$ cat config.mk
export PLATFORM = sky130hd
export DESIGN_NAME = lcr_cfg_regs
export DESIGN_NICKNAME = d
export VERILOG_FILES = /design/src/hw/lcr_pkg.sv /design/src/hw/lcr_pin_sync.sv /design/src/hw/lcr_cfg_regs.sv
export SDC_FILE = /design/constraint.sdc
export NUM_CORES = 1
export LEC_CHECK = 0
export CORE_MARGIN = 2
export CORE_UTILIZATION = 35
export CTS_BUF_LIST = sky130_fd_sc_hd__clkbuf_8 sky130_fd_sc_hd__clkbuf_16
export DETAILED_ROUTE_END_ITERATION = 7
export DONT_BUFFER_PORTS = 1
export PLACE_DENSITY_LB_ADDON = 0.25
export SYNTH_ARGS = -nofsm -noshare
export SYNTH_HDL_FRONTEND = slang
export SYNTH_SLANG_ARGS = --single-unit
$ cat constraint.sdc
create_clock -name clock_in -period 4.2 [get_ports clock_in]
set_input_delay 0.84 -clock clock_in [delete_from_list [all_inputs] [get_ports clock_in]]
set_output_delay 0.84 -clock clock_in [all_outputs]
set_load 0.02 [all_outputs]
$ cat src/hw/lcr_pkg.sv
/*
  Constants of the lane conditioning register bank: offsets, field
  positions, reset values, strap and code values.
  Assumes nothing of its surroundings; imported by the register bank, the host model and the testbench.
*/
package lcr_pkg;

  // ----------------------------------------------------------------
  // Register offsets
  // ----------------------------------------------------------------
  localparam logic [7:0] OFS_PIN_OVERRIDE = 8'h08;
  localparam logic [7:0] OFS_CH0_DEEMPH = 8'h11;
  localparam logic [7:0] OFS_CH0_IDLE_THR = 8'h12;
  localparam logic [7:0] OFS_CH1_IDLE_RATE = 8'h15;
  localparam logic [7:0] OFS_CH1_EQ = 8'h16;
  localparam logic [7:0] OFS_CH1_SWING = 8'h17;

  // ----------------------------------------------------------------
  // Reset values
  // ----------------------------------------------------------------
  localparam logic [7:0] RST_PIN_OVERRIDE = 8'h00;
  localparam logic [7:0] RST_DEEMPH = 8'h03;
  localparam logic [7:0] RST_IDLE_THR = 8'h00;
  localparam logic [7:0] RST_IDLE_RATE = 8'h00;
  localparam logic [7:0] RST_EQ = 8'h20;
  localparam logic [7:0] RST_SWING = 8'h03;

  // ----------------------------------------------------------------
  // Field positions and writable masks
  // ----------------------------------------------------------------
  localparam int POS_DEEMPH_TYPE = 7;
  localparam int POS_OVR_IDLE = 4;
  localparam int POS_OVR_RATE = 2;
  localparam int POS_IDLE_AUTO = 5;
  localparam int POS_IDLE_SEL = 4;
  localparam int POS_RATE_AUTO = 1;
  localparam int POS_RATE_SEL = 0;
  localparam int POS_EQ_EN = 5;
  localparam logic [7:0] MASK_OVERRIDE = 8'h14;
  localparam logic [7:0] MASK_IDLE_THR = 8'h0f;
  localparam logic [7:0] MASK_IDLE_RATE = 8'h33;
  localparam logic [7:0] MASK_SIX_BIT = 8'h3f;

  // ----------------------------------------------------------------
  // Strap pin levels, two bits per pin
  // ----------------------------------------------------------------
  localparam logic [1:0] PIN_LOW = 2'h0;
  localparam logic [1:0] PIN_HIGH = 2'h1;
  localparam logic [1:0] PIN_FLOAT = 2'h2;

  // ----------------------------------------------------------------
  // De-emphasis codes
  // ----------------------------------------------------------------
  localparam logic [7:0] DEEMPH_0DB0 = 8'h01;
  localparam logic [7:0] DEEMPH_3DB5 = 8'h38;
  localparam logic [7:0] DEEMPH_6DB0 = 8'h88;
  localparam logic [7:0] DEEMPH_9DB0 = 8'h90;
  localparam logic [7:0] DEEMPH_12DB0 = 8'ha0;
  localparam logic [7:0] DEEMPH_RESERVED = 8'hc0;

  // ----------------------------------------------------------------
  // Equalizer codes
  // ----------------------------------------------------------------
  localparam logic [5:0] EQ_BYPASS = 6'h20;
  localparam logic [5:0] EQ_2A = 6'h2a;
  localparam logic [5:0] EQ_30 = 6'h30;
  localparam logic [5:0] EQ_31 = 6'h31;
  localparam logic [5:0] EQ_38 = 6'h38;
  localparam logic [5:0] EQ_34 = 6'h34;
  localparam logic [5:0] EQ_35 = 6'h35;
  localparam logic [5:0] EQ_3A = 6'h3a;
  localparam logic [5:0] EQ_3C = 6'h3c;

  // ----------------------------------------------------------------
  // Output swing codes
  // ----------------------------------------------------------------
  localparam logic [5:0] SWING_600MV = 6'h03;
  localparam logic [5:0] SWING_800MV = 6'h07;
  localparam logic [5:0] SWING_1000MV = 6'h0f;
  localparam logic [5:0] SWING_1200MV = 6'h1f;
  localparam logic [5:0] SWING_1400MV = 6'h3f;

  // Width of the bundle of pin inputs that is synchronised
  localparam int PIN_BUS_W = 11;

endpackage

$ cat src/hw/lcr_pin_sync.sv
/*
  Three-stage synchroniser for a bundle of pin inputs.
  Assumes the pins are asynchronous and slow; a new value is taken once
  the second and third stages agree.
*/
`timescale 1ns/100ps

module lcr_pin_sync #(
  parameter int WIDTH = 11
) (
  // Clock and reset
  input wire logic clock_in,
  input wire logic rst_n_in,
  // Raw pins and their stable image
  input wire logic [WIDTH-1:0] pins_in,
  output logic [WIDTH-1:0] pins_out
);

  // ----------------------------------------------------------------
  // Stages
  // ----------------------------------------------------------------
  logic [WIDTH-1:0] stage1_reg; // Read only by stage two
  logic [WIDTH-1:0] stage2_reg; // Second stage
  logic [WIDTH-1:0] stage3_reg; // Third stage
  logic [WIDTH-1:0] stable_reg; // Agreed value
  logic [WIDTH-1:0] stable_next;

  // Take a bit only where stages two and three agree
  always_comb begin
    for (int i = 0; i < WIDTH; i++) begin
      stable_next[i] = (stage2_reg[i] == stage3_reg[i]) ? stage3_reg[i] : stable_reg[i];
    end
  end

  // Register the chain
  always_ff @(posedge clock_in) begin
    if (!rst_n_in) begin
      stage1_reg <= '0;
      stage2_reg <= '0;
      stage3_reg <= '0;
      stable_reg <= '0;
    end else begin
      stage1_reg <= pins_in;
      stage2_reg <= stage1_reg;
      stage3_reg <= stage2_reg;
      stable_reg <= stable_next;
    end
  end

  assign pins_out = stable_reg;

endmodule // lcr_pin_sync

$ cat src/hw/lcr_cfg_regs.sv
/*
  Channel configuration register bank of a lane conditioning repeater:
  register port from the management bus engine, strap decode, and the
  registered settings driven to the analog lanes.
  Assumes a management bus engine on the same clock presenting single
  byte reads and writes, and strap / control pins from outside.
*/
`timescale 1ns/100ps

// Operation
// De-emphasis byte: type bit, level, reset 03
// Codes 01,38,88,90,A0 select de-emphasis strengths
// Host never writes reserved de-emphasis code C0
// Strap pair maps to one de-emphasis code
// Idle threshold: 3:2 de-assert, 1:0 assert
// Threshold code picks de-assert/assert voltage pair
// Idle-auto bit selects automatic idle detection
// Forced idle bit mutes or enables output
// Rate-auto bit selects automatic rate detection
// Forced rate bit picks low or high range
// Equalizer: enable, gain stage, boost level
// Equalizer resets to 20h bypass
// Equalizer strap pair maps to register code
// Six-bit output swing, top bits read zero
// Override bit 4 blocks idle pin
// Override bit 2 blocks rate pin
// Reads return last written value or default
module lcr_cfg_regs
  import lcr_pkg::*;
(
  // Clock and reset
  input wire logic clock_in,
  input wire logic rst_n_in,
  // Register port
  input wire logic [7:0] reg_addr_in,
  input wire logic [7:0] reg_wdata_in,
  input wire logic reg_wr_in,
  input wire logic reg_rd_in,
  output logic [7:0] reg_rdata_out,
  output logic reg_ack_out,
  // Strap and control pins, each strap pin coded low/high/float
  input wire logic [1:0] deemph_strap_hi_in,
  input wire logic [1:0] deemph_strap_lo_in,
  input wire logic [1:0] eq_strap_a_in,
  input wire logic [1:0] eq_strap_b_in,
  input wire logic strap_mode_in,
  input wire logic idle_pin_in,
  input wire logic rate_pin_in,
  // Settings to the lanes
  output logic [7:0] deemph_setting_out,
  output logic [1:0] idle_deassert_thr_out,
  output logic [1:0] idle_assert_thr_out,
  output logic idle_auto_out,
  output logic idle_mute_out,
  output logic rate_auto_out,
  output logic rate_high_out,
  output logic rx_equalizer_en_out,
  output logic [1:0] gain_stage_out,
  output logic [2:0] boost_level_out,
  output logic [5:0] output_swing_out
);

  // ----------------------------------------------------------------
  // Functions
  // ----------------------------------------------------------------

  // Map a de-emphasis strap pair to its register code
  function automatic logic [7:0] deemph_decode(input logic [1:0] hi, input logic [1:0] lo);
    logic [3:0] pair;
    pair = {hi, lo};
    case (pair)
      {PIN_LOW, PIN_LOW}: deemph_decode = DEEMPH_0DB0;
      {PIN_LOW, PIN_HIGH}: deemph_decode = DEEMPH_3DB5;
      {PIN_LOW, PIN_FLOAT}: deemph_decode = DEEMPH_6DB0;
      {PIN_HIGH, PIN_FLOAT}: deemph_decode = DEEMPH_12DB0;
      {PIN_FLOAT, PIN_LOW}: deemph_decode = DEEMPH_9DB0;
      {PIN_FLOAT, PIN_HIGH}: deemph_decode = DEEMPH_12DB0;
      {PIN_FLOAT, PIN_FLOAT}: deemph_decode = DEEMPH_RESERVED;
      default: deemph_decode = RST_DEEMPH;
    endcase
  endfunction

  // Map an equalizer strap pair to its register code
  function automatic logic [5:0] eq_decode(input logic [1:0] a, input logic [1:0] b);
    logic [3:0] pair;
    pair = {a, b};
    case (pair)
      {PIN_HIGH, PIN_HIGH}: eq_decode = EQ_2A;
      {PIN_LOW, PIN_LOW}: eq_decode = EQ_30;
      {PIN_LOW, PIN_FLOAT}: eq_decode = EQ_31;
      {PIN_LOW, PIN_HIGH}: eq_decode = EQ_38;
      {PIN_HIGH, PIN_FLOAT}: eq_decode = EQ_34;
      {PIN_HIGH, PIN_LOW}: eq_decode = EQ_35;
      {PIN_FLOAT, PIN_LOW}: eq_decode = EQ_3A;
      {PIN_FLOAT, PIN_HIGH}: eq_decode = EQ_3C;
      default: eq_decode = EQ_BYPASS;
    endcase
  endfunction

  // ----------------------------------------------------------------
  // Pin synchroniser
  // ----------------------------------------------------------------
  logic [PIN_BUS_W-1:0] pins_raw; // Bundle of raw pins
  logic [PIN_BUS_W-1:0] pins_sync; // Stable image
  logic [1:0] dh_s, dl_s, ea_s, eb_s; // Synchronised straps
  logic mode_s, idle_s, rate_s; // Synchronised control pins

  assign pins_raw = {deemph_strap_hi_in, deemph_strap_lo_in, eq_strap_a_in,
                     eq_strap_b_in, strap_mode_in, idle_pin_in, rate_pin_in};
  assign {dh_s, dl_s, ea_s, eb_s, mode_s, idle_s, rate_s} = pins_sync;

  lcr_pin_sync #(.WIDTH(PIN_BUS_W)) u_pin_sync (
    .clock_in(clock_in),
    .rst_n_in(rst_n_in),
    .pins_in(pins_raw),
    .pins_out(pins_sync)
  );

  // ----------------------------------------------------------------
  // Configuration registers
  // ----------------------------------------------------------------
  logic [7:0] override_reg, override_next; // Pin control override
  logic [7:0] deemph_reg, deemph_next; // Channel 0 de-emphasis
  logic [7:0] thr_reg, thr_next; // Channel 0 idle thresholds
  logic [7:0] idlerate_reg, idlerate_next; // Channel 1 idle / rate
  logic [7:0] eq_reg, eq_next; // Channel 1 equalizer
  logic [7:0] swing_reg, swing_next; // Channel 1 output swing
  logic [7:0] rdata_next; // Read mux
  logic wr_ovr, wr_dem, wr_thr, wr_ir, wr_eq, wr_sw; // Write decodes

  assign wr_ovr = reg_wr_in && (reg_addr_in == OFS_PIN_OVERRIDE);
  assign wr_dem = reg_wr_in && (reg_addr_in == OFS_CH0_DEEMPH);
  assign wr_thr = reg_wr_in && (reg_addr_in == OFS_CH0_IDLE_THR);
  assign wr_ir = reg_wr_in && (reg_addr_in == OFS_CH1_IDLE_RATE);
  assign wr_eq = reg_wr_in && (reg_addr_in == OFS_CH1_EQ);
  assign wr_sw = reg_wr_in && (reg_addr_in == OFS_CH1_SWING);

  // Next register values; reserved bits are stored as zero
  always_comb begin
    // full byte store
    deemph_next = wr_dem ? reg_wdata_in : deemph_reg;
    // reserved nibble dropped
    thr_next = wr_thr ? (reg_wdata_in & MASK_IDLE_THR) : thr_reg;
    override_next = wr_ovr ? (reg_wdata_in & MASK_OVERRIDE) : override_reg;
    idlerate_next = wr_ir ? (reg_wdata_in & MASK_IDLE_RATE) : idlerate_reg;
    eq_next = wr_eq ? (reg_wdata_in & MASK_SIX_BIT) : eq_reg;
    // swing top bits zero
    swing_next = wr_sw ? (reg_wdata_in & MASK_SIX_BIT) : swing_reg;
  end

  // Read mux; unmapped offsets return zero
  always_comb begin
    // read back stored value
    case (reg_addr_in)
      OFS_PIN_OVERRIDE: rdata_next = override_reg;
      OFS_CH0_DEEMPH: rdata_next = deemph_reg;
      OFS_CH0_IDLE_THR: rdata_next = thr_reg;
      OFS_CH1_IDLE_RATE: rdata_next = idlerate_reg;
      OFS_CH1_EQ: rdata_next = eq_reg;
      OFS_CH1_SWING: rdata_next = swing_reg;
      default: rdata_next = 8'h00;
    endcase
  end

  // Register file and read answer
  always_ff @(posedge clock_in) begin
    if (!rst_n_in) begin
      // equalizer bypass default
      eq_reg <= RST_EQ;
      override_reg <= RST_PIN_OVERRIDE;
      deemph_reg <= RST_DEEMPH;
      thr_reg <= RST_IDLE_THR;
      idlerate_reg <= RST_IDLE_RATE;
      swing_reg <= RST_SWING;
      reg_rdata_out <= 8'h00;
      reg_ack_out <= 1'b0;
    end else begin
      eq_reg <= eq_next;
      override_reg <= override_next;
      deemph_reg <= deemph_next;
      thr_reg <= thr_next;
      idlerate_reg <= idlerate_next;
      swing_reg <= swing_next;
      reg_rdata_out <= reg_rd_in ? rdata_next : 8'h00;
      reg_ack_out <= reg_rd_in || reg_wr_in;
    end
  end

  // ----------------------------------------------------------------
  // Effective lane settings
  // ----------------------------------------------------------------
  logic [7:0] dem_eff; // De-emphasis to lane
  logic [5:0] eq_eff; // Equalizer to lane
  logic idle_auto_eff, idle_mute_eff, rate_auto_eff, rate_high_eff;

  // Choose register or strap / pin sources
  always_comb begin
    // strap sets de-emphasis
    dem_eff = mode_s ? deemph_decode(dh_s, dl_s) : deemph_reg;
    // strap sets equalizer
    eq_eff = mode_s ? eq_decode(ea_s, eb_s) : eq_reg[5:0];
    // idle pin gating
    if (override_reg[POS_OVR_IDLE]) begin
      // R8 register idle control
      idle_auto_eff = idlerate_reg[POS_IDLE_AUTO];
      idle_mute_eff = !idlerate_reg[POS_IDLE_AUTO] && idlerate_reg[POS_IDLE_SEL];
    end else begin
      idle_auto_eff = 1'b0;
      idle_mute_eff = idle_s;
    end
    // rate pin gating
    if (override_reg[POS_OVR_RATE]) begin
      // R10 register rate control
      rate_auto_eff = idlerate_reg[POS_RATE_AUTO];
      rate_high_eff = !idlerate_reg[POS_RATE_AUTO] && idlerate_reg[POS_RATE_SEL];
    end else begin
      rate_auto_eff = 1'b0;
      rate_high_eff = rate_s;
    end
  end

  // Register the settings driven to the lanes
  always_ff @(posedge clock_in) begin
    if (!rst_n_in) begin
      deemph_setting_out <= RST_DEEMPH;
      idle_deassert_thr_out <= 2'h0;
      idle_assert_thr_out <= 2'h0;
      idle_auto_out <= 1'b0;
      idle_mute_out <= 1'b0;
      rate_auto_out <= 1'b0;
      rate_high_out <= 1'b0;
      rx_equalizer_en_out <= 1'b1;
      gain_stage_out <= 2'h0;
      boost_level_out <= 3'h0;
      output_swing_out <= SWING_600MV;
    end else begin
      // code passed to driver
      deemph_setting_out <= dem_eff;
      // threshold pair codes
      idle_deassert_thr_out <= thr_reg[3:2];
      idle_assert_thr_out <= thr_reg[1:0];
      idle_auto_out <= idle_auto_eff;
      idle_mute_out <= idle_mute_eff;
      rate_auto_out <= rate_auto_eff;
      rate_high_out <= rate_high_eff;
      // equalizer fields split
      rx_equalizer_en_out <= eq_eff[POS_EQ_EN];
      gain_stage_out <= eq_eff[4:3];
      boost_level_out <= eq_eff[2:0];
      output_swing_out <= swing_reg[5:0];
    end
  end
endmodule // lcr_cfg_regs

## Word-level counts from Yosys, hierarchy flattened

Memory sizes are Yosys's and may differ from the RTL's.
Index checks and enable logic that the tools add are counted.

- Bits in registers: 111
- ROM bits: 80
- Bits of input ports: 31
- Output and inout bits: 37
- Memories kept: 1

Memory list:

| memory | depth | bits a word | read ports | clocked after Yosys merged registers in | write ports | RTL line | source |
|---|---|---|---|---|---|---|---|
| (name not given) | 16 | 5 | 1 | 0 | 0 | lcr_cfg_regs.sv:87 | `case (pair)` |

- Eq/ne operators: 23
- Mux-type cells: 6
- Reductions and logical operators: 16

Operators with widths:

| kind | number |
|---|---|
| $pmux W8 S6 | 2 |
| $eq A8 B5 Y1 const B | 5 |
| $eq A4 B4 Y1 const B | 3 |
| $eq A1 B1 Y1 | 11 |
| $eq A8 B4 Y1 const B | 1 |
| $logic_and A1 B1 Y1 | 8 |
| $mux W8 | 1 |
| $mux W6 | 1 |
| $reduce_and A2 Y1 | 3 |
| $eq A4 B1 Y1 const B | 1 |
| $eq A4 B2 Y1 const B | 1 |
| $eq A4 B3 Y1 const B | 1 |
| $logic_not A4 Y1 | 1 |
| $logic_not A1 Y1 | 2 |
| $mux W1 | 2 |
| $reduce_or A2 Y1 | 1 |
| $logic_or A1 B1 Y1 | 1 |

## Longest topological paths before layout

- Word-level depth: 4
- Gate-level depth with buffers: 6
- Depth with buffers taken out: 4

## Modules after synthesis

A second synthesis with hierarchy kept.

- Cell total of the unflattened synthesis: 396
- Area total of the unflattened synthesis: 4025.1 um2

By module, submodules not included:

| module | times used | cells each | area each (um2) |
|---|---|---|---|
| lcr_cfg_regs | 1 | 282 | 2710.1 |
| lcr_pin_sync | 1 | 114 | 1315.0 |

## Worst setup path after synthesis

OpenSTA, ideal clock, no wires.

- Kind: input -> register
- Start point: input port reg_addr_in[5]
- End point: register swing_reg[0]
- Library setup time: 127 ps
- Arrival time: 2052 ps
- Slack: 2021 ps
- Stages on the path: 5
- Buffers on the path: 1
- Cell sequence: or3_4 -> or4_4 -> buf_6 -> mux2i_1 -> nand2_1

- Longest elaborated chain between the ends: 2

RTL lines:

| item | RTL line | source |
|---|---|---|
| start: declaration | lcr_cfg_regs.sv:35 | `input wire logic [7:0] reg_addr_in,` |
| $eq A8 B5 Y1 | lcr_cfg_regs.sv:136 | `assign wr_sw = reg_wr_in && (reg_addr_in == OFS_CH1_SWING);` |
| $logic_and A1 B1 Y1 | lcr_cfg_regs.sv:136 |  |
| end signal: assignment | lcr_cfg_regs.sv:183 | `swing_reg <= swing_next;` |
| end: declaration | lcr_cfg_regs.sv:127 | `logic [7:0] swing_reg, swing_next;` |

No other way between the ends.
A chain may end at the register's enable or synchronous reset.

## Final worst setup path

- Start point: input port reg_addr_in[5]
- End point: register eq_reg[5]

- Longest elaborated chain between the ends: 2

RTL lines:

| item | RTL line | source |
|---|---|---|
| $eq A8 B5 Y1 | lcr_cfg_regs.sv:135 | `assign wr_eq = reg_wr_in && (reg_addr_in == OFS_CH1_EQ);` |
| $logic_and A1 B1 Y1 | lcr_cfg_regs.sv:135 |  |
| end signal: assignment | lcr_cfg_regs.sv:178 | `eq_reg <= eq_next;` |
| end: declaration | lcr_cfg_regs.sv:126 | `logic [7:0] eq_reg, eq_next;` |

No other way between the ends.

==> impl_metrics.py <==
metrics = {
    "clock_tree": {
        "cts_hold_buf": 0,
        "numCtsBuffers": 9,
        "clkSlewWorstSetupHoldPaths_ps": 90,
        "cts_resized": 0,
        "clock_path_buffers": 2,
        "cts_root_buf": "clkbuf_8",
        "clock_sinks": 111,
        "htreeDepth": 3,
        "cts_tree": "yes",
        "post-cts-setup-buffers": 0,
        "clock_latency_ps": 370,
    },
    "run": {
        "maxCapViolations": 0,
    },
    "power_and_ir_drop": {
        "pwr_density_cell_mw_per_mm2": 416,
        "p_total_mw": 1.73,
        "power_switching_mw": 0.365,
        "leakagePower_nw": 1.59,
        "pwr-share-clk": 0.361,
        "p_sw_frac": 0.211,
        "irDropWorstVdd_uv": 174,
        "internal-power_mw": 1.37,
        "p_comb_frac": 0.020,
        "seqPwrFrac": 0.619,
    },
    "grt": {
        "grt_overflow": 0,
        "antenna_found_initial": 0,
        "grt_max_degree": 73,
        "grt_usage": 0.146,
        "grt_pass1_vias": 2476,
        "grt_pass1_wl_um": 13200,
    },
    "yosys": {
        "synth_fp_nets": 427,
        "ys.flop_type": "dfxtp_1",
        "synth-edff-count": 0,
        "netlist_area_mm2": 0.00389,
        "synth_seq_cells": 111,
        "synth_warnings": 0,
        "synth-xor-area-share": 0.00676,
        "synth_fa_ha_area_frac": 0,
        "synth_seq_area_share": 0.572,
        "synth-simple-area-share": 0.217,
        "synthArstFlopShare": 0,
        "synth_top_family_by_area": "simple AND/OR/NAND/NOR gates",
        "synth_cell_types": 46,
        "synthMuxAreaShare": 0.0624,
        "synth_cells": 396,
        "synth_compound_area_frac": 0.112,
        "avgSynthCellArea_um2": 9.82,
    },
    "floorplanning": {
        "start_util": 0.359,
        "core.rowCount": 38,
        "ios": 68,
        "die_x_um": 109,
        "die_area_mm2": 0.0120,
        "dieHeight_um": 109,
        "core_area_mm2": 0.0108,
    },
    "critical_path": {
        "path_delay_family": "simple AND/OR/NAND/NOR gates",
        "path_buf_inv": 0,
        "cp_data_required_time_ps": 4470,
        "max_stage_delay_ps": 640,
        "critPathCaptureType": "register",
        "cp-start-kind": "input port",
        "cpMaxStageDelayCell": "nor3_1",
        "startpoint": "reg_addr_in[5]",
        "critPathMaxFanout": 11,
        "worst-setup-path-type": "in2reg",
        "crit_chain": "nor3_1 > nand4_1 > mux2i_1 > nand2_1",
        "r2r_start": "u_pin_sync.pins_out[2]",
        "worstPathArrival_ps": 2360,
    },
    "timing": {
        "fmaxAchievable_ghz": 0.479,
        "hold_ws_ps": 439,
        "fin_setup_tns_ps": 0,
        "period_share": 0.497,
        "tightest_slew_ps": 1030,
        "clock_skew_ps": 8.57,
        "setup_viol": 0,
        "fin_crit_ps": 2090,
        "drv_slew": 0,
        "rsz0062_at_grt": "false",
        "hold_violations": 0,
        "worst_slack_ps": 2110,
        "slew_headroom": 0.314,
    },
    "final_layout": {
        "finalNetCount": 416,
        "diodes": 0,
        "fin_util": 0.384,
        "final_common_cell": "dfxtp_1",
        "final_cell_mix": "dfxtp_1 (111), and2_1 (43), nand2_1 (37)",
        "multi_input_area_mm2": 0.00155,
        "final_cell_area_mm2": 0.00416,
        "syn_to_final_growth_pct": 7.05,
        "drive_gt1_frac": 0.0540,
        "instances_no_fill": 529,
        "seqCellArea_mm2": 0.00222,
        "nFillCells": 1094,
    },
    "placed_design": {
        "post-place-ws_ps": 1780,
        "io_buffers": 0,
        "place_congestion": 0.803,
        "placed_area_mm2": 0.00397,
        "place_hpwl_um": 5680,
        "dp_cells": 514,
    },
    "routing": {
        "drt-total-wl_um": 8270,
        "drt_pass1_iterations": 4,
        "drt-wirelength-per-cell_um": 15.6,
        "ant_nets": 0,
        "vias": 2635,
        "drtIter0Drc": 144,
        "routed_via_density": 4.98,
        "drc": 0,
    },
    "hold_path": {
        "min_path_type": "reg2reg",
        "hold_path.startpoint": "u_pin_sync.stage1_reg[5]",
    },
    "outcome": {
        "status": "finished, final reports clean",
    },
}
layer usage:
layer	vias up	track usage	share of wire
met5	-	0	0
met2	68	0.223	0.44
met4	0	0.0488	0.014
met1	1234	0.191	0.48
met3	8	0.0528	0.063
li1	1325	-	-
synth_stat cells, types with 3 or more instances:
library cell	instances	area (um^2)
nand2b_1	5	31.3
nand3b_1	4	30.0
nor3b_1	5	37.5
nand3_1	14	70.1
nor2_1	27	101
clkbuf_1	17	63.8
nand2_1	37	139
o21ai_0	26	130
and3_1	4	25.0
a221oi_1	3	26.3
mux2i_1	22	220
and2_1	43	269
nor3_1	4	20.0
dfxtp_1	111	2220
inv_1	6	22.5
a21oi_1	22	110
a211oi_1	3	22.5
layout make-up:
cell class,instances,share of cell area
flip-flops and latches,111,0.534
multi-input cells,256,0.371
clock inverters,5,0.0123
repair buffers,1,0.00180
inverters,6,0.00541
clock buffers,10,0.0331
well taps,140,0.0421
power by group through the flow:
stage          Sequential, mW  Clock, mW  Combinational (mW)
4_1_cts                  1.07      0.639              0.0348
5_1_grt                  1.08      0.685              0.0386
3_5_place_dp             1.10          0              0.0346
2_1_floorplan            1.10          0              0.0403
3_3_place_gp             1.10          0              0.0341
6_report                 1.07      0.625              0.0342
cells by family after synthesis:
| group | count (synthesis) |
|---|---|
| AND/OR/NAND/NOR | 157 |
| flip-flops | 111 |
| AO/OA/AOI/OAI | 72 |
| buffers and inverters | 29 |
| multiplexers | 24 |
| XOR/XNOR | 3 |
worst paths after layout:
path	slack [ps]	cells after the start	endpoint
setup reg to reg	2830	2	deemph_setting_out[4]
hold reg to reg	440	1	u_pin_sync.stage2_reg[5]
hold / removal	440	1	u_pin_sync.stage2_reg[5]
setup / recovery	2110	4	eq_reg[5]
No activity file was read; power rests on OpenSTA's default activity.
